### src/bssp_pkg.sv
// Constants, register map and types of the buffered serial port
package bssp_pkg;
  localparam int CLK_HZ = 20_000_000;
  localparam int FS_HZ = 32768;
  // Half period of fs/2^5 in clk cycles
  localparam int LS_HALF_CYC = CLK_HZ / (FS_HZ / 32) / 2;
  // Half period of fc/2^13 in clk cycles
  localparam logic [15:0] SLOW_HALF_CYC = 16'h1000;
  localparam logic [7:0] OFS_CTRL1 = 8'h00;
  localparam logic [7:0] OFS_CTRL2 = 8'h04;
  localparam logic [7:0] OFS_STATUS = 8'h08;
  localparam logic [7:0] OFS_OPTION = 8'h0c;
  localparam logic [2:0] BUF_PAGE = 3'h1;
  localparam int C1_RUN = 7;
  localparam int C1_ABORT = 6;
  localparam int C1_MODE = 3;
  localparam int C1_SCK = 0;
  localparam int C2_WAIT = 3;
  localparam int C2_COUNT = 0;
  localparam int ST_XFER = 7;
  localparam int ST_SHIFT = 6;
  localparam int OPT_TAP = 0;
  localparam int OPT_LOW = 1;
  localparam logic [2:0] MODE_RST = 3'h0;
  localparam logic [2:0] SCK_RST = 3'h0;
  localparam logic [2:0] MODE_TX8 = 3'h0;
  localparam logic [2:0] MODE_TX4 = 3'h2;
  localparam logic [2:0] MODE_TRX8 = 3'h4;
  localparam logic [2:0] MODE_RX8 = 3'h5;
  localparam logic [2:0] MODE_RX4 = 3'h6;
  localparam logic [2:0] SCK_SLOW = 3'h0;
  localparam logic [2:0] SCK_UNUSED = 3'h6;
  localparam logic [2:0] SCK_EXT = 3'h7;
  localparam logic [2:0] LAST_BIT8 = 3'h7;
  localparam logic [2:0] LAST_BIT4 = 3'h3;
  // Gap length in half ticks: extra word times of 8 bits each
  localparam logic [7:0] GAP_W1 = 8'h10;
  localparam logic [7:0] GAP_W2 = 8'h30;
  localparam logic [7:0] GAP_W3 = 8'h70;
  typedef enum logic [3:0] {
    ST_IDLE = 4'b0001,
    ST_RUN = 4'b0010,
    ST_GAP = 4'b0100,
    ST_WAIT = 4'b1000
  } bssp_state_t;
endpackage : bssp_pkg

### src/bssp_top.sv
// Buffered synchronous serial port with Wishbone register access
//
// The implementer's own choices: the address map and register access over Wishbone.
module bssp_top #(
  parameter int LS_HALF = bssp_pkg::LS_HALF_CYC
) (
  // Clock and reset
  input wire logic clk_i,
  input wire logic rst_i,
  // Wishbone slave
  input wire logic cyc_i,
  input wire logic stb_i,
  input wire logic we_i,
  input wire logic [7:0] adr_i,
  input wire logic [3:0] sel_i,
  input wire logic [31:0] dat_i,
  output logic [31:0] dat_o,
  output logic ack_o,
  // Serial pins
  input wire logic sck_i,
  output logic sck_o,
  output logic sck_oe_o,
  output logic so_o,
  input wire logic si_i,
  // Word count reached
  output logic irq_o
);
  bssp_pkg::bssp_state_t state;
  logic run, abort, tap_sel, low_speed;
  logic [2:0] mode, sck_sel, buf_cnt, idx, bitn;
  logic [1:0] wait_sel;
  logic start_req, mode_chg, written, unread, dummy, sck_prev;
  logic [15:0] hcnt, half;
  logic [7:0] gcnt, gap_len, tx_sh, rx_sh, rx_word;
  logic [7:0] buf_q [8];

  // Bus decode
  logic req, wr, buf_hit, wr_buf, rd_buf;
  assign req = cyc_i & stb_i & ~ack_o;
  assign wr = req & we_i & sel_i[0];
  assign buf_hit = adr_i[7:5] == bssp_pkg::BUF_PAGE;
  assign wr_buf = wr & buf_hit;
  assign rd_buf = req & ~we_i & buf_hit;

  // Mode decode
  logic is_tx, is_rx, four, ext, internal;
  logic [2:0] last_bit;
  assign four = mode == bssp_pkg::MODE_TX4 || mode == bssp_pkg::MODE_RX4;
  assign is_tx = mode == bssp_pkg::MODE_TX8 || mode == bssp_pkg::MODE_TX4
      || mode == bssp_pkg::MODE_TRX8;
  assign is_rx = mode == bssp_pkg::MODE_TRX8 || mode == bssp_pkg::MODE_RX8
      || mode == bssp_pkg::MODE_RX4;
  assign last_bit = four ? bssp_pkg::LAST_BIT4 : bssp_pkg::LAST_BIT8;
  assign ext = sck_sel == bssp_pkg::SCK_EXT;
  assign internal = ~ext;

  always_ff @(posedge clk_i) begin
    if (rst_i) begin
      ack_o <= 1'b0;
    end else begin
      ack_o <= req;
    end
  end

  always_ff @(posedge clk_i) begin
    if (rst_i) begin
      dat_o <= 32'h0;
    end else if (req & ~we_i) begin
      dat_o <= 32'h0;
      if (buf_hit) begin
        dat_o[7:0] <= buf_q[adr_i[4:2]];
      end else if (adr_i == bssp_pkg::OFS_STATUS) begin
        dat_o[bssp_pkg::ST_XFER] <= state != bssp_pkg::ST_IDLE;
        dat_o[bssp_pkg::ST_SHIFT] <= state == bssp_pkg::ST_RUN;
      end else if (adr_i == bssp_pkg::OFS_OPTION) begin
        dat_o[bssp_pkg::OPT_TAP] <= tap_sel;
        dat_o[bssp_pkg::OPT_LOW] <= low_speed;
      end
    end
  end

  // First control register
  always_ff @(posedge clk_i) begin
    if (rst_i) begin
      run <= 1'b0;
      abort <= 1'b0;
      mode <= bssp_pkg::MODE_RST;
      sck_sel <= bssp_pkg::SCK_RST;
      start_req <= 1'b0;
      mode_chg <= 1'b0;
    end else begin
      abort <= 1'b0;
      start_req <= 1'b0;
      mode_chg <= 1'b0;
      if (wr && adr_i == bssp_pkg::OFS_CTRL1) begin
        run <= dat_i[bssp_pkg::C1_RUN];
        abort <= dat_i[bssp_pkg::C1_ABORT];
        mode <= dat_i[bssp_pkg::C1_MODE +: 3];
        sck_sel <= dat_i[bssp_pkg::C1_SCK +: 3];
        start_req <= dat_i[bssp_pkg::C1_RUN];
        mode_chg <= dat_i[bssp_pkg::C1_MODE +: 3] != mode;
      end
    end
  end

  // Second control and option registers; count taken in any state
  always_ff @(posedge clk_i) begin
    if (rst_i) begin
      wait_sel <= 2'h0;
      buf_cnt <= 3'h0;
      tap_sel <= 1'b0;
      low_speed <= 1'b0;
    end else if (wr && adr_i == bssp_pkg::OFS_CTRL2) begin
      wait_sel <= dat_i[bssp_pkg::C2_WAIT +: 2];
      buf_cnt <= dat_i[bssp_pkg::C2_COUNT +: 3];
    end else if (wr && adr_i == bssp_pkg::OFS_OPTION) begin
      tap_sel <= dat_i[bssp_pkg::OPT_TAP];
      low_speed <= dat_i[bssp_pkg::OPT_LOW];
    end
  end

  // Half period of the internal serial clock
  always_comb begin
    half = 16'h0;
    case (sck_sel)
      bssp_pkg::SCK_SLOW: begin
        half = (tap_sel | low_speed) ? 16'(LS_HALF)
            : bssp_pkg::SLOW_HALF_CYC;
      end
      bssp_pkg::SCK_UNUSED, bssp_pkg::SCK_EXT: begin
        half = 16'h0;
      end
      default: begin
        half = 16'h1 << (4'h8 - {1'b0, sck_sel});
      end
    endcase
  end

  always_comb begin
    gap_len = 8'h0;
    if (internal && (mode == bssp_pkg::MODE_RX8
        || mode == bssp_pkg::MODE_TRX8)) begin
      case (wait_sel)
        2'h1: gap_len = bssp_pkg::GAP_W1;
        2'h2: gap_len = bssp_pkg::GAP_W2;
        2'h3: gap_len = bssp_pkg::GAP_W3;
        default: gap_len = 8'h0;
      endcase
    end
  end

  // Shift events
  logic tick, fall_ev, rise_ev, active, word_end, burst_end;
  logic ext_reject, store, wait_ok;
  logic gap_tick;
  assign active = state == bssp_pkg::ST_RUN || state == bssp_pkg::ST_WAIT;
  // Gap is timed in serial half periods, clock pin held high
  assign gap_tick = state == bssp_pkg::ST_GAP && hcnt == half - 16'h1;
  assign tick = internal && state == bssp_pkg::ST_RUN && hcnt == half - 16'h1;
  assign fall_ev = ext ? active & sck_prev & ~sck_i : tick & sck_o;
  assign rise_ev = ext ? active & ~sck_prev & sck_i : tick & ~sck_o;
  assign word_end = state == bssp_pkg::ST_RUN && rise_ev && bitn == last_bit;
  assign burst_end = word_end && idx == buf_cnt;
  assign ext_reject = word_end & ext & is_rx & unread;
  assign store = word_end & is_rx & ~ext_reject & ~abort;
  assign wait_ok = ~(is_tx & ~written) & ~(is_rx & unread);

  always_comb begin
    rx_word = rx_sh;
    rx_word[bitn] = si_i;
    if (four) begin
      rx_word[7:4] = 4'h0;
    end
  end

  always_ff @(posedge clk_i) begin
    if (rst_i) begin
      sck_prev <= 1'b1;
    end else begin
      sck_prev <= sck_i;
    end
  end

  always_ff @(posedge clk_i) begin
    if (rst_i || tick || gap_tick || (state != bssp_pkg::ST_RUN
        && state != bssp_pkg::ST_GAP)) begin
      hcnt <= 16'h0;
    end else begin
      hcnt <= hcnt + 16'h1;
    end
  end

  // Clock pin idles high, so every start opens high
  always_ff @(posedge clk_i) begin
    if (rst_i || state != bssp_pkg::ST_RUN) begin
      sck_o <= 1'b1;
    end else if (tick) begin
      sck_o <= ~sck_o;
    end
  end

  always_ff @(posedge clk_i) begin
    if (rst_i) begin
      sck_oe_o <= 1'b0;
    end else begin
      sck_oe_o <= internal;
    end
  end

  // Sequencer
  always_ff @(posedge clk_i) begin
    if (rst_i) begin
      state <= bssp_pkg::ST_IDLE;
      idx <= 3'h0;
      bitn <= 3'h0;
      gcnt <= 8'h0;
      dummy <= 1'b0;
    end else if (abort) begin
      state <= bssp_pkg::ST_IDLE;
    end else begin
      case (state)
        bssp_pkg::ST_IDLE: begin
          if (start_req && sck_sel != bssp_pkg::SCK_UNUSED) begin
            state <= bssp_pkg::ST_RUN;
            idx <= 3'h0;
            bitn <= 3'h0;
            dummy <= 1'b0;
          end
        end
        bssp_pkg::ST_RUN: begin
          if (rise_ev) begin
            bitn <= (bitn == last_bit) ? 3'h0 : bitn + 3'h1;
          end
          if (word_end) begin
            gcnt <= 8'h0;
            if (ext_reject || !run || dummy) begin
              state <= bssp_pkg::ST_IDLE;
            end else if (burst_end) begin
              idx <= 3'h0;
              state <= (internal || is_tx) ? bssp_pkg::ST_WAIT
                  : bssp_pkg::ST_RUN;
            end else begin
              idx <= idx + 3'h1;
              state <= (gap_len != 8'h0) ? bssp_pkg::ST_GAP
                  : bssp_pkg::ST_RUN;
            end
          end
        end
        bssp_pkg::ST_GAP: begin
          if (gap_tick) begin
            gcnt <= gcnt + 8'h1;
            if (gcnt == gap_len - 8'h1) begin
              state <= bssp_pkg::ST_RUN;
            end
          end
        end
        bssp_pkg::ST_WAIT: begin
          if (!run) begin
            state <= bssp_pkg::ST_IDLE;
          end else if (wait_ok) begin
            state <= bssp_pkg::ST_RUN;
          end else if (fall_ev) begin
            state <= bssp_pkg::ST_RUN;
            dummy <= 1'b1;
          end
        end
        default: begin
          state <= bssp_pkg::ST_IDLE;
        end
      endcase
    end
  end

  // Transmit side: word latched as its first bit leaves
  always_ff @(posedge clk_i) begin
    if (rst_i) begin
      so_o <= 1'b1;
      tx_sh <= 8'h0;
    end else if (fall_ev && is_tx) begin
      if (bitn == 3'h0) begin
        tx_sh <= buf_q[idx];
        so_o <= buf_q[idx][0];
      end else begin
        so_o <= tx_sh[bitn];
      end
    end
  end

  // Receive shifter
  always_ff @(posedge clk_i) begin
    if (rst_i) begin
      rx_sh <= 8'h0;
    end else if (state == bssp_pkg::ST_RUN && rise_ev && is_rx) begin
      rx_sh[bitn] <= si_i;
    end
  end

  // Software service flags; a set beats a clear in the same cycle
  always_ff @(posedge clk_i) begin
    if (rst_i) begin
      written <= 1'b0;
      unread <= 1'b0;
    end else begin
      if (wr_buf) begin
        written <= 1'b1;
      end else if (fall_ev && bitn == 3'h0 && idx == 3'h0) begin
        written <= 1'b0;
      end
      if (burst_end && is_rx && !ext_reject && !abort) begin
        unread <= 1'b1;
      end else if (rd_buf || (start_req && state == bssp_pkg::ST_IDLE)) begin
        unread <= 1'b0;
      end
    end
  end

  always_ff @(posedge clk_i) begin
    if (rst_i) begin
      irq_o <= 1'b0;
    end else begin
      irq_o <= burst_end & ~ext_reject & ~abort;
    end
  end

  // Data buffer entries
  for (genvar e = 0; e < 8; e++) begin : g_buf
    always_ff @(posedge clk_i) begin
      if (rst_i || mode_chg) begin
        buf_q[e] <= 8'h0;
      end else if (wr_buf && adr_i[4:2] == 3'(e)) begin
        buf_q[e] <= dat_i[7:0];
      end else if (store && idx == 3'(e)) begin
        buf_q[e] <= rx_word;
      end
    end
  end

  // Checks
  logic tx_bit0;
  assign tx_bit0 = buf_q[idx][0];
endmodule : bssp_top

### config.mk
export PLATFORM = sky130hd
export DESIGN_NAME = bssp_top
export DESIGN_NICKNAME = d
export VERILOG_FILES = /design/src/bssp_pkg.sv /design/src/bssp_top.sv
export SDC_FILE = /design/constraint.sdc
export NUM_CORES = 1
export LEC_CHECK = 0
export BUFFER_PORTS_ARGS = -buffer_cell sky130_fd_sc_hd__buf_2
export CELL_PAD_IN_SITES_DETAIL_PLACEMENT = 2
export CELL_PAD_IN_SITES_GLOBAL_PLACEMENT = 2
export CORE_ASPECT_RATIO = 1.25
export CORE_UTILIZATION = 35
export DETAILED_ROUTE_END_ITERATION = 6
export PLACE_DENSITY_LB_ADDON = 0.08
export SLEW_MARGIN = 20
export SYNTH_ARGS = -nofsm -noshare
export SYNTH_HDL_FRONTEND = slang
export SYNTH_SLANG_ARGS = --single-unit
### constraint.sdc
create_clock -name clk_i -period 6.7 [get_ports clk_i]
set_input_delay 1.34 -clock clk_i [delete_from_list [all_inputs] [get_ports clk_i]]
set_output_delay 1.34 -clock clk_i [all_outputs]
set_load 0.02 [all_outputs]
======== Yosys cells after proc, flatten, opt, wreduce, memory -nomap -nowiden ========
Memories as Yosys holds them, arrays and structs flattened. A register that Yosys moved wholly into a read port is not among the register bits.
Index checks and enable logic that the tools add are counted.
word-level totals
  logic and storage cells ................. 347
  flip-flop bits (word level) ............. 84
  memories kept ........................... 1
  output and inout port bits .............. 37
  input bits .............................. 51
  bits in writable memories ............... 64
memories
  name   words  bits a word  read ports  clocked after memory_dff  wr ports  line            text
  buf_q  8      8            2           1                         8         bssp_top.sv:35  logic [7:0] buf_q [8];
operators by class
  reduce and logical (&&, ||, !) cells .... 77
  magnitude comparators ................... 2
  add/subtract/negate cells ............... 7
  shifts and indexed selects .............. 1
  mux-type cells .......................... 128
  bitwise logic cells ..................... 54
  eq/ne operators ......................... 50
operators with widths
  kind                                                number
  2-to-1 mux 8 bit                                    18
  2-to-1 mux 1 bit                                    71
  2-to-1 mux 4 bit                                    12
  == test 3 bit, second input constant                13
  logical AND 1 bit                                   37
  case mux 16 bit (2 select lines)                    1
  2-to-1 mux 3 bit                                    10
  bitwise AND 1 bit                                   24
  case mux 7 bit (3 select lines)                     1
  bitwise OR 1 bit                                    17
  adder 16 x 1 -> 16 bit, second input constant       1
  == test 16 bit                                      1
  == test 8 x 4 -> 1 bit, second input constant       2
  != test 2 bit, second input constant                8
  case mux 4 bit (4 select lines)                     1
  case mux 8 bit (2 select lines)                     1
  << shifter 1 x 4 -> 16 bit, first input constant    1
  subtractor 16 x 1 -> 16 bit, second input constant  1
  == test 3 x 2 -> 1 bit, second input constant       5
  logical NOT 3 bit                                   5
  logical OR 1 bit                                    15
  2-to-1 mux 14 bit                                   1
  inverter 1 bit                                      13
  case mux 3 bit (2 select lines)                     2
  38 further kinds                                    58

======== Depth between registers and ports, before layout ========
Gate-level depths: netlist (run 1).
  word-level depth ........................ 22
  mapped depth ............................ 21
  gate-level depth less buffers ........... 15

======== Worst setup path before layout (run 1) ========
Ideal clock, no wire load.
  path kind ............................... register to register
  start point ............................. register sck_sel[1]
  end point ............................... memory buf_q[5][0] (enable)
  setup slack ............................. 1537 ps
  arrival ................................. 4776 ps
  cell stages (with the launch flop) ...... 20
  path buffers ............................ 5
  cells stage by stage .................... dfxtp_1 clkbuf_1 buf_2 nor2_1 ha_1 clkbuf_1 or3_1 nor2_1 nor2_1 ha_1 clkbuf_1 nor2b_1 and3_1 a2111oi_0 nand4b_1 or4_4 buf_6 nor3_2 o21ai_0 o31ai_1
RTL lines
  item                    line            text
  start, declared         bssp_top.sv:30  logic [2:0] mode, sck_sel, buf_cnt, idx, bitn;
  start signal, assigned  bssp_top.sv:88  sck_sel <= bssp_pkg::SCK_RST;
  start signal, assigned  bssp_top.sv:99  sck_sel <= dat_i[bssp_pkg::C1_SCK +: 3];
  end, declared           bssp_top.sv:35

==> flow_summary.json, run 1 <==
{
  "status": "complete, no violations",
  "async_flop_share_pct": 0,
  "setup_viol": 0,
  "fin_skew_ps": 8.79,
  "period_minus_slack_ps": 5150,
  "p_per_area_nw_per_um2": 216,
  "maxSlewHeadroom_pct": 21.8,
  "cts_hold_buf": 0,
  "post_dp_cell_area_um2": 9580,
  "fillers": 2814,
  "required_ps": 7010,
  "io-pin-count": 88,
  "final_layout_size_suffix_gt1_share_pct": 15.8,
  "worst_pin_slew_ps": 1160,
  "die_y_um": 183,
  "layout.nets": 1053,
  "grt_max_degree": 60,
  "synth.largest_area_cell": "edfxtp_1",
  "ys_warn_count": 0,
  "finalHoldViolations": 0,
  "leakage_nw": 3.62,
  "numCtsBuffers": 17,
  "post_cts_buffers": 0,
  "first_global_vias": 8327,
  "ys_seq_elements": 151,
  "fmax_mhz": 194,
  "critPathKind": "flip-flop to flip-flop",
  "synthTopCellsByCount": "nor2_1 (114), nand2_1 (103), dfxtp_1 (87)",
  "dieArea_um2": 26900,
  "yosysSeqAreaShare_pct": 39.8,
  "initialDrtViolationCount": 387,
  "syn_avg_cell_area_um2": 9.41,
  "cts_tree": "yes",
  "seqCellArea_um2": 3660,
  "first_pass_iters": 4,
  "worstSkewPairLatency_ps": 450,
  "placementRows": 65,
  "grt_usage_pct": 24.8,
  "rsz0062_at_grt": "no",
  "synth-compound-area-share_pct": 15.3,
  "fin_util_pct": 40.1,
  "wl_per_cell_um": 24.1,
  "avgViaCountPerCell": 5.73,
  "fp.dieW_um": 147,
  "synth_top_family_by_area": "simple AND/OR/NAND/NOR gates",
  "routed_wl_mm": 32.2,
  "final_cells": 1336,
  "port-buffer-count": 36,
  "overflow": 0,
  "yosysMostFrequentCell": "nor2_1",
  "num_antenna_cells": 0,
  "clk_pin_slew_worst_paths_ps": 60,
  "hold_class": "flip-flop to flip-flop",
  "drv_cap": 0,
  "path_max_fanout": 12,
  "netlist_instances": 977,
  "synthFlopType": "dfxtp_1",
  "dp_cells": 1304,
  "synth_top_area_share_pct": 20.9,
  "gp_congestion": 0.767,
  "synthXorXnorAreaFrac_pct": 2.95,
  "synth_area_leaders": "edfxtp_1 (21%), dfxtp_1 (19%), mux4_2 (7.8%), nor2_1 (4.7%), nand2_1 (4.2%)",
  "synthMuxAreaShare_pct": 13.5,
  "core_area_um2": 25500,
  "stdcell_area_um2": 10200,
  "p_total_mw": 2.21,
  "ctsLongestPathBuffers": 2,
  "multiInputGateArea_um2": 5100,
  "htree_levels": 4,
  "initial_core_util_pct": 36.0,
  "grt_antenna_before_repair": 0,
  "ir_drop_mv": 0.152,
  "synth_edf_count": 64,
  "cts_resized": 0,
  "synth_area_um2": 9200,
  "crit_path_end_kind": "flip-flop",
  "worstPathArrival_ps": 5450,
  "vias": 7661,
  "ys_types": 79,
  "ant_nets": 0,
  "drc": 0,
  "fin_crit_sh_pct": 76.8,
  "hpwl_mm": 23.3,
  "drv_slew": 0,
  "grt_pass1_wl_mm": 49.8,
  "setup_tns_ps": 0,
  "synthToLayoutAreaGrowth_pct": 11.3,
  "worstSetupStartpointType": "flip-flop",
  "synth-adder-area-share_pct": 1.91,
  "yosys.area_share.simple_pct": 20.9,
  "clock-sinks": 151,
  "root_buffer": "clkbuf_16"
}
flip-flops by register name (all words and copies together) (netlist names), 4 cells and up, named ones only:
register and flops:
rx_sh 8, gcnt 8, buf_q 64, state 4, dat_o 8, tx_sh 8, hcnt 16
critical path: stages (launching register included):
cell	delay (ps)
dfxtp_1	320
nor2_1	150
ha_1	430
o21a_1	370
nor2_1	90
ha_1	340
nor2b_1	200
and3_1	170
a2111oi_0	380
nand4b_1	200
or4_4	650
nor3_2	370
nor2_1	270
nor3_1	780
a22o_1	260
worst paths after layout:
check,startpoint,to,slack [ps],depth (start not counted)
min,rx_sh[6],rx_sh[6],490,2
max reg2reg,sck_sel[0],buf_q[2][6],1550,14
min reg2reg,rx_sh[6],rx_sh[6],490,2
max,sck_sel[0],buf_q[2][6],1550,14
area by class of cell:
class                      count  area share (%)
tap                          335            4.09
clock inverter                14            2.13
clock buffer                  18            4.29
sequential                   151            35.8
multi-input combinational    743            49.9
timing repair buffer          54            3.08
inverter                      21           0.770
routing by layer:
metal	vias up	routed length [um]	GRT usage (%)
li1	3591	-	-
met1	3935	12900	27.6
met2	97	17800	47.4
met3	38	750	3.51
met4	0	770	8.62
met5	-	0	0
cell families (layout without fill, tap and decap cells):
group,after synthesis,count (layout)
and+or+nand+nor,384,384
DFF,151,151
buffers and inverters,106,107
AOI/OAI and AO/OA,208,208
adders and majority gates,14,14
xor gates and xnor gates,31,31
other,1,24
muxes,82,82
power breakdown:
part           leakage [nW]  total, mW  switching (mW)  internal, mW
clock                 0.315       1.10           0.428         0.674
sequential             1.35      0.983         0.00914         0.974
combinational          1.95      0.122          0.0828        0.0394
placed cells by master (no fill, tap or decap), drive strengths merged, types with 16 or more instances in the layout:
cell type	count
a21oi	34
a22o	25
buf	54
clkbuf	18
conb	24
dfxtp	87
edfxtp	64
inv	23
mux2	16
mux2i	34
mux4	32
nand2	103
nand3	26
nor2	115
nor3	29
o21ai	70
xnor2	19
through the flow:
| stage | setup slack [ps] | hold slack, ps |
|---|---|---|
| after floorplan | 1540 | 449 |
| after global placement | 1630 | 463 |
| after detailed placement | 1570 | 469 |
| after CTS | 1510 | 480 |
| after global routing | 1210 | 524 |
| final | 1550 | 485 |
Note: power is estimated with default switching activity, not from simulation.
==> run 2: changes to the inputs <==
- CORE_UTILIZATION: 35 -> 34
- clock period: 6.7 -> 4.4 ns (I/O delays scaled with it)
==> flow_summary.json, run 2 (synthesized netlist as in run 1, its figures left out) <==
{
  "stdcell_area_um2": 10700,
  "ir_drop_mv": 0.212,
  "leakage_nw": 3.85,
  "setup_viol": 0,
  "critPathKind": "flip-flop to flip-flop",
  "port-buffer-count": 36,
  "cts_tree": "yes",
  "largest_reg_flops": 64,
  "fmax_mhz": 237,
  "worst_pin_slew_ps": 1070,
  "fin_crit_sh_pct": 95.7,
  "grt_max_degree": 33,
  "routed_wl_mm": 33.1,
  "clock-sinks": 151,
  "avgViaCountPerCell": 5.73,
  "numCtsBuffers": 17,
  "drc": 0,
  "maxUsedRoutingLayer": "met4",
  "final_layout_size_suffix_gt1_share_pct": 19.8,
  "cts_hold_buf": 0,
  "root_buffer": "clkbuf_16",
  "p_comb_share_pct": 5.7,
  "layout.nets": 1081,
  "worstPathArrival_ps": 4480,
  "gp_congestion": 0.782,
  "fin_util_pct": 40.6,
  "finalHoldViolations": 0,
  "setup_tns_ps": 0,
  "grt_usage_pct": 25.0,
  "fin_skew_ps": 12.4,
  "ctsLongestPathBuffers": 2,
  "grt_antenna_before_repair": 0,
  "crit_path_end_kind": "flip-flop",
  "clk_pin_slew_worst_paths_ps": 70,
  "hpwl_mm": 24.3,
  "dr_wl_met3_um": 574,
  "status": "complete, no violations",
  "synthToLayoutAreaGrowth_pct": 16.1,
  "worstPathCellList": "nor2_4 > ha_4 > or3_4 > nor2_1 > nor2_1 > ha_2 > nor2b_1 > and3_1 > a2111oi_2 > nand4b_1 > or4_4 > or3_4 > a21oi_4 > buf_4 > nand2_1 > o21ai_0",
  "dieArea_um2": 27700,
  "p_switching_uw": 767,
  "p_per_area_nw_per_um2": 316,
  "maxSlewHeadroom_pct": 28.5,
  "io-pin-count": 88,
  "overflow": 0,
  "die_y_um": 186,
  "placementRows": 66,
  "worstSkewPairLatency_ps": 440,
  "period_minus_slack_ps": 4210,
  "required_ps": 4670,
  "drt-met1-wl_mm": 13.7,
  "hold_class": "flip-flop to flip-flop",
  "pre_cts_ws_ps": 8.65,
  "slowest_delay_ps": 620,
  "fp.dieW_um": 149,
  "initial_core_util_pct": 35.0,
  "ant_nets": 0,
  "worstSetupStartpointType": "flip-flop",
  "final_cell_mix": "nor2_1 (112), nand2_1 (100), dfxtp_1 (86)",
  "initialDrtViolationCount": 325,
  "first_global_vias": 8550,
  "mostFrequentLayoutCell": "nor2_1",
  "drv_slew": 0,
  "largestRegisters": "buf_q (64), hcnt (16)",
  "post_dp_cell_area_um2": 9910,
  "path_max_fanout": 7,
  "fin_ws_ps": 188,
  "num_antenna_cells": 0,
  "core_area_um2": 26300,
  "vias": 7842,
  "intPower_mw": 2.61,
  "crit_slowest_cell": "or4_4",
  "p_total_mw": 3.37,
  "drv_cap": 0,
  "seqPwrFrac_pct": 44.4,
  "clkPwrFrac_pct": 49.9,
  "wl_per_cell_um": 24.2,
  "first_pass_iters": 5,
  "p_sw_share_pct": 22.7,
  "grt_pass1_wl_mm": 51.4,
  "regMostFlops": "buf_q",
  "htree_levels": 4,
  "dr_wl_met2_mm": 17.9
}
==> run 2: cell types whose count changed in the layout (fill, tap and decap cells not counted), sizes merged <==
cell,change
bufinv,+1
clkbuf,+1
buf,+27
inv,-2
==> run 2: final cells by class <==
class / count / area [um^2]
Multi-Input combinational cell: 743 / 5300
Timing Repair Buffer: 82 / 551
Fill cell: 2868 / 15600
Sequential cell: 151 / 3660
Tap cell: 340 / 425
Inverter: 21 / 78.8
Clock buffer: 18 / 429
Clock inverter: 13 / 226
==> run 2: power by group through the flow <==
stage | registers [mW] | logic, mW | clock network [mW]
detailed placement | 1.53 | 0.194 | 0
global placement | 1.53 | 0.192 | 0
global route | 1.50 | 0.204 | 1.76
CTS | 1.50 | 0.195 | 1.71
finish | 1.50 | 0.193 | 1.68
floorplan | 1.52 | 0.137 | 0
==> run 2: layer usage <==
layer / vias up / GRT usage [%]
met5: - / 0
met4: 0 / 8.82
met3: 45 / 3.01
met2: 98 / 47.4
met1: 4052 / 28.5
li1: 3647 / -
==> run 2: through the flow <==
stage               instances  hold WS [ps]
floorplan                1000           449
global placement         1334           460
detailed placement       1334           472
CTS                      1365           483
global route             1368           521
finish                   1368           483
==> run 2: final timing paths <==
| kind | startpoint | to | slack, ps | depth (start not counted) |
|---|---|---|---|---|
| worst max-delay path | sck_sel[0] | buf_q[7][2] | 190 | 16 |
| worst min-delay path | rx_sh[7] | rx_sh[7] | 480 | 2 |
| worst max register to register | sck_sel[0] | buf_q[7][2] | 190 | 16 |
| worst min register to register | rx_sh[7] | rx_sh[7] | 480 | 2 |
==> run 2: timing repair <==
| action | in CTS | in global routing |
|---|---|---|
| gates cloned | 0 | 0 |
| buffers inserted | 0 | 3 |
| gates resized for setup | 1 | 16 |
| endpoints found under the setup margin | 2 | 145 |
| pin swaps | 0 | 4 |
==> run 2: worst max-delay path, delay by kind of cell (launching register included) <==
kind,cells,cell delay [ps]
and+or+nand+nor,10,2370
AOI/OAI and AO/OA,3,740
adders and majority gates,2,430
DFF,1,330
buffers and inverters,1,180
==> run 3: changes to the inputs <==
- PLACE_DENSITY: not set -> 0.85
- PLACE_DENSITY_LB_ADDON: 0.08 -> not set
==> flow_summary.json, run 3 (synthesized netlist as in run 1, its figures left out) <==
{
  "wl_per_cell_um": 26.1,
  "layout.nets": 1079,
  "required_ps": 4780,
  "overflow": 0,
  "ir_drop_mv": 0.210,
  "initial_core_util_pct": 35.0,
  "die_y_um": 186,
  "crit_slowest_cell": "or4_4",
  "grt_antenna_before_repair": 0,
  "fin_skew_ps": 9.57,
  "core_area_um2": 26300,
  "period_minus_slack_ps": 4280,
  "p_total_mw": 3.13,
  "first_global_vias": 9034,
  "status": "complete, no violations",
  "fp.dieW_um": 149,
  "slowest_delay_ps": 630,
  "grt_max_degree": 34,
  "drc": 0,
  "drv_slew": 0,
  "gp_congestion": 0.867,
  "largest_reg_flops": 64,
  "worst_pin_slew_ps": 1110,
  "hpwl_mm": 24.7,
  "hold_class": "flip-flop to flip-flop",
  "grt_pass1_wl_mm": 53.0,
  "path_max_fanout": 7,
  "worstSkewPairLatency_ps": 450,
  "grt_usage_pct": 25.6,
  "placementRows": 66,
  "crit_path_end_kind": "flip-flop",
  "crit_buf_inv": 1,
  "cts_tree": "yes",
  "io-pin-count": 88,
  "crit_family": "simple AND/OR/NAND/NOR gates",
  "mostFrequentLayoutCell": "nor2_1",
  "routed_wl_mm": 35.6,
  "numCtsBuffers": 17,
  "clk_pin_slew_worst_paths_ps": 70,
  "fmax_mhz": 234,
  "num_antenna_cells": 0,
  "fin_ws_ps": 121,
  "p_per_area_nw_per_um2": 296,
  "worstSetupStartpointType": "flip-flop",
  "first_pass_iters": 6,
  "cts_hold_buf": 0,
  "final_cell_mix": "nor2_1 (112), nand2_1 (101), dfxtp_1 (86)",
  "ctsLongestPathBuffers": 2,
  "finalHoldViolations": 0,
  "critPathKind": "flip-flop to flip-flop",
  "drv_cap": 0,
  "initialDrtViolationCount": 592,
  "avgViaCountPerCell": 6.02,
  "synthToLayoutAreaGrowth_pct": 15.2,
  "setup_viol": 0,
  "largestRegisters": "buf_q (64), hcnt (16)",
  "final_layout_size_suffix_gt1_share_pct": 20.3,
  "port-buffer-count": 36,
  "fin_crit_sh_pct": 97.2,
  "clock-sinks": 151,
  "regMostFlops": "buf_q",
  "fillers": 2813,
  "vias": 8223,
  "ant_nets": 0,
  "cp_common_cell": "nor2_1",
  "dieArea_um2": 27700,
  "worstPathCellList": "nor2_4 > ha_4 > or3_4 > nor2_1 > nor2_1 > ha_2 > nor2b_1 > and3_1 > a2111oi_2 > nand4b_1 > or4_4 > buf_12 > nor4_4 > o221ai_4 > or4_1 > a21oi_1",
  "root_buffer": "clkbuf_16",
  "rsz0062_at_grt": "yes",
  "worstPathArrival_ps": 4660,
  "leakage_nw": 3.80,
  "htree_levels": 4,
  "pre_cts_ws_ps": -190,
  "maxSlewHeadroom_pct": 25.1
}
==> run 3: changes by cell type in the layout (fill, tap and decap cells not counted), moves of 2 or more <==
cell        change
bufinv_16       -5
clkinvlp_4      +5
buf_4           -4
buf_6           +2
clkinv_1        -2
clkinv_2        +2
clkinv_4        +2
o21ai_0         -2
o21ai_1         +2
==> run 3: report_power, final <==
group	switching (mW)	internal [mW]	leakage, nW
registers	0.0178	1.48	1.35
logic	0.130	0.0628	2.20
clock network	0.660	0.780	0.255
total	0.809	2.33	3.80
==> run 3: metrics by stage <==
| step | setup TNS (ps) | hold WS (ps) | util, % | area, um^2 | instances |
|---|---|---|---|---|---|
| global placement | 0 | 461 | 37.4 | 9830 | 1326 |
| global route | -474 | 538 | 40.3 | 10600 | 1367 |
| CTS | 0 | 509 | 39.7 | 10400 | 1360 |
| detailed placement | -830 | 485 | 37.4 | 9830 | 1326 |
| floorplan | 0 | 449 | - | 9420 | 1000 |
| finish | 0 | 502 | 40.3 | 10600 | 1367 |
==> run 3: area by class of cell <==
cell class / count / area (um^2) / share of cell area, %
timing repair buffer: 79 / 536 / 5.06
inverter: 21 / 78.8 / 0.744
clock buffer: 18 / 429 / 4.05
clock inverter: 14 / 129 / 1.22
multi-input combinational: 744 / 5330 / 50.3
sequential: 151 / 3660 / 34.6
tap: 340 / 425 / 4.02
==> run 3: routing by layer <==
layer	up-vias	GRT usage [%]	share of wire, %
li1	3648	-	-
met1	4220	27.8	38
met2	242	47.0	53
met3	113	3.68	3.6
met4	0	15.3	5.5
met5	-	0	0
==> run 3: final timing paths <==
kind	from	to	slack, ps	cells after the start
worst max-delay path	sck_sel[0]	gcnt[7]	120	16
worst min-delay path	rx_sh[5]	rx_sh[5]	500	2
worst max register to register	sck_sel[0]	gcnt[7]	120	16
worst min register to register	rx_sh[5]	rx_sh[5]	500	2
==> run 3: what timing repair did <==
| item | in CTS | in global routing |
|---|---|---|
| setup buffers | 2 | 6 |
| gates resized for setup | 3 | 18 |
| pin swaps | 2 | 5 |
| gates cloned | 0 | 1 |
| endpoints found under the setup margin | 25 | 93 |
==> run 3: tightest hold or removal path: cells and delay by family (launching register included) <==
family / cells / cell delay, ps
simple gates: 1 / 70
mux: 1 / 70
flops: 1 / 330
